===== src/hdl/rom_map.svh =====
// Constants for the relay output matrix
`ifndef ROM_MAP_SVH
`define ROM_MAP_SVH
`define ROM_NUM_SRC      16
`define ROM_NUM_LOGIC    8
`define ROM_NUM_TRIP     16
`define ROM_NUM_FIXED    4
`define ROM_NUM_SLOTS    4
`define ROM_SLOT_OUTS    4
`define ROM_FIRST_SLOT   2
`define ROM_ROUTE_NONE   2'h0
`define ROM_ROUTE_PLAIN  2'h1
`define ROM_ROUTE_LATCH  2'h2
`endif


===== src/hdl/rom_pkg.sv =====
// Types for the relay output matrix
package rom_pkg;
  typedef enum logic [1:0] {
    ROM_UNROUTED,
    ROM_ROUTED,
    ROM_ROUTED_LATCH,
    ROM_RESERVED
  } rom_route_t;

  typedef struct packed {
    logic [15:0] trip_output;
    logic        alarm_signal_output;
    logic        service_status_output;
  } rom_coils_t;
endpackage


===== src/hdl/relay_output_matrix.sv =====
// Relay output matrix: routing, latching, forcing and slot remapping of coils
`timescale 1ns/1ps
`include "rom_map.svh"

module relay_output_matrix
  import rom_pkg::*;
#(
  parameter int NPROT = `ROM_NUM_SRC,
  parameter int NLOG  = `ROM_NUM_LOGIC,
  parameter int NTRIP = `ROM_NUM_TRIP
) (
  input  wire logic                              ref_clk_in,
  input  wire logic                              rst_n_in,
  input  wire logic [NPROT-1:0]                  prot_src_in,
  input  wire logic [NLOG-1:0]                   logic_src_in,
  input  wire logic [(NTRIP+2)*2*(NPROT+NLOG)-1:0] route_cfg_in,
  input  wire logic [NTRIP+1:0]                  out_latch_mode_in,
  input  wire logic [NTRIP+1:0]                  contact_nc_in,
  input  wire logic                              release_latches_in,
  input  wire logic                              force_flag_in,
  input  wire logic                              force_wr_in,
  input  wire logic [NTRIP+1:0]                  force_val_in,
  input  wire logic [`ROM_NUM_SLOTS*`ROM_SLOT_OUTS*4-1:0] slot_map_in,
  output rom_coils_t                             coil_out,
  output rom_coils_t                             status_out,
  output logic [NTRIP+1:0]                       contact_closed_out
);
  localparam int NSRC = NPROT + NLOG;
  localparam int NOUT = NTRIP + 2;
  localparam int NMAP = `ROM_NUM_SLOTS * `ROM_SLOT_OUTS;

  logic [NSRC-1:0] src_all;
  logic [NOUT-1:0] cell_coil;
  logic [NOUT-1:0] coil_mapped;
  logic [NOUT-1:0] coil_r;
  logic [NOUT-1:0] coil_nxt;
  logic            force_on_r;
  logic            force_on_nxt;

  // Logic outputs join the source vector directly
  assign src_all = {logic_src_in, prot_src_in};

  always_comb begin
    force_on_nxt = force_flag_in;
  end

  always_ff @(posedge ref_clk_in or negedge rst_n_in) begin
    if (!rst_n_in) begin
      force_on_r <= 1'b0;
    end else begin
      force_on_r <= force_on_nxt;
    end
  end

  genvar o;
  generate
    for (o = 0; o < NOUT; o++) begin : g_out
      rom_out_cell #(
        .NSRC (NSRC)
      ) u_cell (
        .ref_clk_in        (ref_clk_in),
        .rst_n_in          (rst_n_in),
        .src_in            (src_all),
        .route_in          (route_cfg_in[o*2*NSRC +: 2*NSRC]),
        .out_latch_mode_in (out_latch_mode_in[o]),
        .release_in        (release_latches_in),
        .force_on_in       (force_on_r),
        .force_wr_in       (force_wr_in),
        .force_val_in      (force_val_in[o]),
        .coil_out          (cell_coil[o])
      );
    end
  endgenerate

  // Slot outputs take the cell at their 4-bit map entry plus ROM_NUM_FIXED
  always_comb begin
    coil_mapped = cell_coil;
    for (int m = 0; m < NMAP; m++) begin
      if (`ROM_NUM_FIXED + m < NTRIP) begin
        coil_mapped[`ROM_NUM_FIXED + m] =
          cell_coil[`ROM_NUM_FIXED + int'(slot_map_in[m*4 +: 4])];
      end
    end
    coil_nxt = coil_mapped;
  end

  always_ff @(posedge ref_clk_in or negedge rst_n_in) begin
    if (!rst_n_in) begin
      coil_r <= '0;
    end else begin
      coil_r <= coil_nxt;
    end
  end

  always_comb begin
    coil_out.trip_output           = coil_r[NTRIP-1:0];
    coil_out.alarm_signal_output   = coil_r[NTRIP];
    coil_out.service_status_output = coil_r[NTRIP+1];
    status_out = coil_out;
    contact_closed_out = coil_r ^ contact_nc_in;
  end

  AST_STATUS_IS_COIL: assert property (@(posedge ref_clk_in) disable iff (!rst_n_in)
    status_out == coil_out)
    else $error("status differs from coil");
  AST_REST_POSITION: assert property (@(posedge ref_clk_in) disable iff (!rst_n_in)
    !coil_r[0] |-> (contact_closed_out[0] == contact_nc_in[0]))
    else $error("de-energized contact not at rest");
  AST_FIXED_NUMBERING: assert property (@(posedge ref_clk_in) disable iff (!rst_n_in)
    coil_r[0] == $past(cell_coil[0]))
    else $error("supply card output remapped");
  AST_FORCE_LAG: assert property (@(posedge ref_clk_in) disable iff (!rst_n_in)
    force_flag_in |=> force_on_r)
    else $error("force flag not taken");
endmodule


===== src/hdl/rom_out_cell.sv =====
// One output column: combines routed sources, holds latch, applies force
`timescale 1ns/1ps
module rom_out_cell
  import rom_pkg::*;
#(
  parameter int NSRC = 24
) (
  input  wire logic                ref_clk_in,
  input  wire logic                rst_n_in,
  input  wire logic [NSRC-1:0]     src_in,
  input  wire logic [2*NSRC-1:0]   route_in,
  input  wire logic                out_latch_mode_in,
  input  wire logic                release_in,
  input  wire logic                force_on_in,
  input  wire logic                force_wr_in,
  input  wire logic                force_val_in,
  output logic                     coil_out
);
  logic plain_hit;
  logic latch_hit;
  logic latch_r;
  logic latch_nxt;
  logic force_r;
  logic force_nxt;
  logic coil_r;
  logic coil_nxt;

  always_comb begin
    plain_hit = 1'b0;
    latch_hit = 1'b0;
    for (int s = 0; s < NSRC; s++) begin
      if (rom_route_t'(route_in[2*s +: 2]) == ROM_ROUTED) begin
        plain_hit = plain_hit | src_in[s];
      end
      if (rom_route_t'(route_in[2*s +: 2]) == ROM_ROUTED_LATCH) begin
        latch_hit = latch_hit | src_in[s];
      end
    end
  end

  always_comb begin
    // Set wins over release so an active latched source is never lost
    latch_nxt = latch_r;
    if (release_in) begin
      latch_nxt = 1'b0;
    end
    if (latch_hit || (out_latch_mode_in && plain_hit)) begin
      latch_nxt = 1'b1;
    end
    force_nxt = force_r;
    if (force_on_in && force_wr_in) begin
      force_nxt = force_val_in;
    end
    if (force_on_in) begin
      coil_nxt = force_r;
    end else begin
      coil_nxt = plain_hit | latch_hit | latch_r;
    end
  end

  always_ff @(posedge ref_clk_in or negedge rst_n_in) begin
    if (!rst_n_in) begin
      latch_r <= 1'b0;
      force_r <= 1'b0;
      coil_r  <= 1'b0;
    end else begin
      latch_r <= latch_nxt;
      force_r <= force_nxt;
      coil_r  <= coil_nxt;
    end
  end

  assign coil_out = coil_r;

  AST_LATCH_HOLDS: assert property (@(posedge ref_clk_in) disable iff (!rst_n_in)
    (latch_r && !release_in && !force_on_in) |=> coil_r)
    else $error("latched coil dropped without release");
  AST_FORCE_BLOCKED: assert property (@(posedge ref_clk_in) disable iff (!rst_n_in)
    (!force_on_in) |=> (force_r == $past(force_r)))
    else $error("force value changed while force off");
endmodule


===== config.mk =====
export PLATFORM = sky130hd
export DESIGN_NAME = relay_output_matrix
export DESIGN_NICKNAME = d
export VERILOG_FILES = /design/src/hdl/rom_pkg.sv /design/src/hdl/relay_output_matrix.sv /design/src/hdl/rom_out_cell.sv
export VERILOG_INCLUDE_DIRS = /design/src /design/src/hdl
export SDC_FILE = /design/constraint.sdc
export NUM_CORES = 1
export LEC_CHECK = 0
export BUFFER_PORTS_ARGS = -buffer_cell sky130_fd_sc_hd__buf_4
export CAP_MARGIN = 5
export CORE_AREA = 2 2 409 411
export DETAILED_ROUTE_END_ITERATION = 16
export DIE_AREA = 0 0 411 413
export SLEW_MARGIN = 20
export SYNTH_ARGS = -nofsm -noshare
export SYNTH_HDL_FRONTEND = slang
export SYNTH_SLANG_ARGS = --single-unit

===== constraint.sdc =====
create_clock -name ref_clk_in -period 1.57 [get_ports ref_clk_in]
set_clock_uncertainty 0.05 [all_clocks]
set_input_delay 0.157 -clock ref_clk_in [delete_from_list [all_inputs] [get_ports ref_clk_in]]
set_output_delay 0.157 -clock ref_clk_in [all_outputs]
set_load 0.05 [all_outputs]

==> summary.txt, run 1 <==
worst-skew pair later-pin latency: 440 ps
maximum root-to-sink buffer count: 2
HPWL after detailed placement: 156000 um
grt ovf: 0
die width: 411 um
Post-synth ARST share: 100%
startpoint types: input port
Peak VDD IR: 0.000509 V
area grow syn2layout: 114%
via count: 22225
commonest non-fill, non-tap cell in the layout: buf_4
arrival time at the worst endpoint: 2660 ps
CP max stage cell: or4_4
commonest non-fill, non-tap cells in the layout: buf_4 (1285), nand2_1 (443), o22ai_1 (215), nand3b_1 (180), inv_1 (126)
fin nets: 4186
fmax: 0.415 GHz
drt pass-1 iters: 5
I/O pin cnt: 1065
failing checks: setup timing
CTS clk-pin slew, worst paths: 90 ps
GRT Overall Usage: 20.1%
die area: 0.170 sq mm
cells after synthesis: 1848
Clock Sinks: 73
r2r startpoint: g_out[4].u_cell.coil_out
RSZ-0062 raised after global routing: yes
global-route wire length before repair: 221000 um
Final Hold Viols: 0
leak pwr: 12.8 nW
Max stage delay on crit path: 480 ps
final RePlAce weighted congestion: 0.987
total CTS buffers: 9
worst hold path type: in -> async
Mean Syn Cell Area: 7.09 sq um
# port buffers: 1048
Tcrit/Tclk final: 153%
fin crit period: 2410 ps
Max Slew Vio Count: 0
Post-synth EDFFs: 0
Initial Util: 7.89%
core area: 0.166 sq mm
dpl ws: -1560 ps
vias in the first global route: 22111
max-cap check violation count: 0
row cnt: 150
WL/cell: 33.0 um
flops & latches, synth: 73
Power, Total: 0.0145 W
Final Cell Area: 0.0281 sq mm
worst setup path start: logic_src_in[5]
CTS tree: done
Worst Slack Setup Final: -837 ps
Post-synth top flop: dfrtp_1
CTS Root Cell: clkbuf_16
Placed Instance Area: 0.0263 sq mm
Routed Antenna Nets: 0
Post-Syn Nets: 2871
crit path max fanout: 2
CP Cell Sequence: buf_16 > nand3b_1 > and4_4 > nand4_1 > buf_4 > or4_4 > o41a_1
worst slew pin tran: 1210 ps
Setup Viol. Count Final: 48
vias per cell: 4.10
Setup CP Type: in -> reg
P per Cell Area: 517 mW/mm^2
largest net degree at the start of global routing: 29
Relative slew margins: 19.1%
FF/Latch Area: 0.00184 sq mm
Ys Warns: 0
layout cells sized above 1: 48.8%
H-Tree Level Count: 3
drt first-iter violations: 2016
final-layout fill cell count: 18903
post-synth cell types: 33
Synth Cell Area: 0.0131 sq mm
area of the multi-input gates: 0.0104 sq mm
final WL: 179000 um
initial antenna violation count: 102
Critical Path End Type: flip-flop
data required time of the worst path: 1820 ps
status: finished with violations
DRC: 0
chip height: 413 um
post-synthesis sequential area ratio: 13.9%
==> routing by layer <==
| metal | vias to the layer above | part of all wire (%) | track usage [%] |
|---|---|---|---|
| met5 | - | 0.11 | 0 |
| met4 | 28 | 4.2 | 7.92 |
| met3 | 298 | 7.0 | 4.10 |
| met2 | 1324 | 49 | 34.8 |
| met1 | 10936 | 40 | 24.2 |
| li1 | 9639 | - | - |
==> path summary, 6_finish.rpt <==
check | endpoint | slack (ps) | cells after the start
worst max-delay path | g_out[8].u_cell.coil_out | -840 | 7
worst min-delay path | g_out[17].u_cell.force_r | 80 | 2
worst max register to register | coil_r[6] | -280 | 6
worst min register to register | g_out[2].u_cell.force_r | 460 | 1
max in group asynchronous | g_out[0].u_cell.coil_out | 800 | 3
min in group ref_clk_in | coil_r[6] | 100 | 3
==> cell usage after synthesis, drive strengths merged, types with 21 or more instances <==
cell / n / area [sq um]
nand3b: 180 / 1350
mux4: 48 / 1080
nand3: 54 / 270
and3b: 126 / 1100
buf: 67 / 387
dfrtp: 73 / 1830
mux2i: 36 / 360
nand2: 445 / 1670
nor4: 54 / 338
a31oi: 126 / 788
inv: 126 / 473
o22ai: 216 / 1350
nand4: 36 / 225
nor2: 21 / 78.8
clkbuf: 74 / 278
==> through the flow <==
stage | hold WS, ps | util (%) | std cells | TNS [ps]
6_report | 79.8 | 16.9 | 5417 | -18370
2_1_floorplan | -189 | - | 1848 | -2260
5_1_grt | 50.4 | 16.9 | 5398 | -19400
3_5_place_dp | -2.39 | 15.9 | 5274 | -29870
3_3_place_gp | -5.51 | 15.9 | 5274 | -30570
4_1_cts | 25.3 | 16.7 | 5364 | -13960
==> cells by family (layout without fill, tap and decap cells) <==
logic type               after synthesis  count (layout)  share of synthesized area [%]
AND/OR/NAND/NOR                      973             973                           41.7
AO/OA/AOI/OAI                        402             402                           20.7
buffers and inverters                268            1588                           8.71
multiplexers                         102             102                           12.6
flip-flops                            73              73                           13.9
XOR/XNOR                              18              18                           1.20
adder cells (fa/ha/maj)               12              12                           1.15
other                                  0              45                              0
==> worst max-delay path, delay by kind of cell <==
kind	cells	cell delay, ps
buffers and inverters	2	450
AND/OR/NAND/NOR	4	1670
AO/OA/AOI/OAI	1	320
==> flip-flops by register name (all words and copies together) (netlist names) <==
register / flops
g_out.u_cell.latch_r: 18
coil_r: 18
g_out.u_cell.coil_out: 18
g_out.u_cell.force_r: 18
force_on_r: 1
==> power by group <==
group / switching, W / total, W / internal (W)
Combinational: 0.00509 / 0.00961 / 0.00452
Sequential: 0.000244 / 0.00232 / 0.00207
Clock: 0.00134 / 0.00259 / 0.00125
==> area by class of cell <==
type	count	share of cell area (%)
Antenna cell	45	0.401
Inverter	127	1.70
Sequential cell	73	6.55
Timing Repair Buffer	1445	43.2
Clock inverter	7	0.276
Multi-Input combinational cell	1507	37.2
Tap cell	2204	9.83
Clock buffer	9	0.803
==> repair_timing <==
item                       CTS  global route
hold buffers                49             0
gates cloned                 0             1
hold endpoints to repair   121             0
pin swaps                   32            20
setup endpoints to repair   64            55
gates resized for setup    105            20
buffers inserted            25             8
(Power assumes the default switching activity.)
==> inputs of run 2 (changes only) <==
--- a/config.mk
+++ b/config.mk
@@ -11,7 +11,9 @@
 export CORE_AREA = 2 2 409 411
 export DETAILED_ROUTE_END_ITERATION = 16
 export DIE_AREA = 0 0 411 413
+export GPL_TIMING_DRIVEN = 0
 export SLEW_MARGIN = 20
 export SYNTH_ARGS = -nofsm -noshare
 export SYNTH_HDL_FRONTEND = slang
 export SYNTH_SLANG_ARGS = --single-unit
+export TNS_END_PERCENT = 30
==> run 2 against run 1 <==
The flow still finishes with violations (setup timing). Count of clock-buffer cells in the layout rose by 1. Total power rose by 7.3%. Combinational power rose by 12%. Sequential share of layout area fell by 0.14 points. Fmax fell by 8.1%. Die area did not move.
==> summary.txt, run 2 (synthesized netlist as in run 1, its figures left out) <==
Buf/Inv on CP: 1 (-1)
CTS Root Cell: clkbuf_16
HPWL after detailed placement: 188000 um (+21%)
drt pass-1 iters: 6 (+1)
P per Cell Area: 541 mW/mm^2 (+4.5%)
max-cap check violation count: 0 (unchanged)
Final Hold Viols: 0 (unchanged)
global-route wire length before repair: 290000 um (+31%)
layout cells sized above 1: 48.8% (about the same)
worst slew pin tran: 957 ps (-256 ps)
vias in the first global route: 23379 (+5.7%)
core area: 0.166 sq mm (unchanged)
maximum root-to-sink buffer count: 2 (unchanged)
Tcrit/Tclk final: 167% (+13 points)
Relative slew margins: 36.2% (+17 points)
Max Slew Vio Count: 0 (unchanged)
setup TNS: -29920 ps (-11550 ps)
area of the multi-input gates: 0.0109 sq mm (+4.1%)
data required time of the worst path: 1790 ps (-30 ps)
final-layout fill cell count: 18906 (+0.016%)
CP max stage cell: or4_4
die width: 411 um (unchanged)
WL/cell: 45.8 um (+39%)
fin crit period: 2620 ps (+211 ps)
Setup Viol. Count Final: 67 (+40%)
crit path max fanout: 4 (+2)
Peak VDD IR: 0.000561 V (+10%)
worst-skew pair later-pin latency: 400 ps (-40 ps)
worst hold path type: in -> reg
chip height: 413 um (unchanged)
die area: 0.170 sq mm (unchanged)
CTS clk-pin slew, worst paths: 80 ps (about the same)
startpoint types: input port
fmax: 0.382 GHz (-8.1%)
drt first-iter violations: 3400 (+69%)
leak pwr: 12.7 nW (-0.21%)
status: finished with violations
CP Cell Sequence: clkbuf_16 > nand3b_1 > and4_4 > nand4_1 > or4_4 > o41a_1
Final Cell Area: 0.0288 sq mm (+2.7%)
CTS tree: done
via count: 25092 (+13%)
area grow syn2layout: 120%
DRC: 0 (unchanged)
I/O pin cnt: 1065 (unchanged)
Placed Instance Area: 0.0242 sq mm (-8.1%)
Clock Sinks: 73 (unchanged)
arrival time at the worst endpoint: 2840 ps (+180 ps)
CP delay by family, top: simple AND/OR/NAND/NOR gates
commonest non-fill, non-tap cells in the layout: buf_4 (1115), nand2_1 (441), o22ai_1 (199), nand3b_1 (180), inv_1 (126)
FF/Latch Area: 0.00185 sq mm (+0.48%)
Max stage delay on crit path: 700 ps (+220 ps)
Initial Util: 7.89% (unchanged)
Critical Path End Type: flip-flop
failing checks: setup timing
Routed Antenna Nets: 0 (unchanged)
Setup CP Type: in -> reg
vias per cell: 4.67 (+14%)
final RePlAce weighted congestion: 0.995 (+0.81%)
GRT Overall Usage: 27.6% (+7.5 points)
initial antenna violation count: 108 (+5.9%)
fin nets: 4104 (-2.0%)
grt ovf: 0 (unchanged)
final WL: 246000 um (+37%)
Worst Slack Setup Final: -1050 ps (-211 ps)
row cnt: 150 (unchanged)
# port buffers: 1021 (-2.6%)
commonest non-fill, non-tap cell in the layout: buf_4
largest net degree at the start of global routing: 74 (+160%)
H-Tree Level Count: 3 (unchanged)
total CTS buffers: 9 (unchanged)
RSZ-0062 raised after global routing: yes
-- run 2: where the power goes --
| part | total, W | internal, W | switching (W) |
|---|---|---|---|
| Sequential | 0.00244 | 0.00208 | 0.000357 |
| Clock | 0.00240 | 0.00128 | 0.00111 |
| Combinational | 0.0108 | 0.00449 | 0.00626 |
| Total | 0.0156 | 0.00785 | 0.00773 |
-- run 2: worst min-delay path, stage by stage --
cell    delay (ps)
buf_4           80
ha_1           130
o31a_1         130
-- run 2: layer usage --
layer / GRT usage, % / wire length [um] / up-vias
li1: - / - / 9563
met1: 30.2 / 88400 / 12347
met2: 45.1 / 113000 / 2492
met3: 10.8 / 26900 / 660
met4: 15.9 / 16800 / 30
met5: 0.904 / 225 / -
-- run 2: area by class of cell --
| type | instances | area share, % |
|---|---|---|
| tap | 2204 | 9.56 |
| sequential | 73 | 6.41 |
| antenna | 81 | 0.703 |
| multi-input combinational | 1507 | 37.7 |
| inverter | 127 | 1.65 |
| timing repair buffer | 1223 | 35.3 |
| buffer | 140 | 7.66 |
| clock inverter | 5 | 0.221 |
| clock buffer | 10 | 0.829 |
-- run 2: final timing paths --
| path | start | endpoint | slack [ps] | cells past startpoint |
|---|---|---|---|---|
| worst max-delay path | prot_src_in[4] | g_out[17].u_cell.coil_out | -1050 | 6 |
| worst min-delay path | slot_map_in[7] | coil_r[5] | 90 | 3 |
| worst max register to register | force_on_r | g_out[9].u_cell.force_r | -770 | 3 |
| worst min register to register | g_out[17].u_cell.force_r | g_out[17].u_cell.force_r | 450 | 1 |
| max in group asynchronous | rst_n_in | g_out[0].u_cell.coil_out | 420 | 2 |
| min in group asynchronous | rst_n_in | coil_r[10] | 340 | 2 |
-- run 2: through the flow --
step	hold slack (ps)	power (W)	setup slack, ps	utilization (%)	std cells
floorplan	-189	0.00561	-182	-	1848
global placement	237	0.0115	-3970	14.4	5073
detailed placement	215	0.0116	-3520	14.6	5083
CTS	59.1	0.0154	-1100	17.0	5278
global route	96.3	0.0160	-914	17.3	5325
finish	89.9	0.0156	-1050	17.4	5370
-- run 2: what timing repair did --
item	4_1_cts	5_1_grt
setup buffers	134	12
hold endpoints to repair	119	0
setup endpoints to repair	89	69
pin swaps	55	58
hold buffers	47	0
gates resized for setup	393	83
gates cloned	1	0
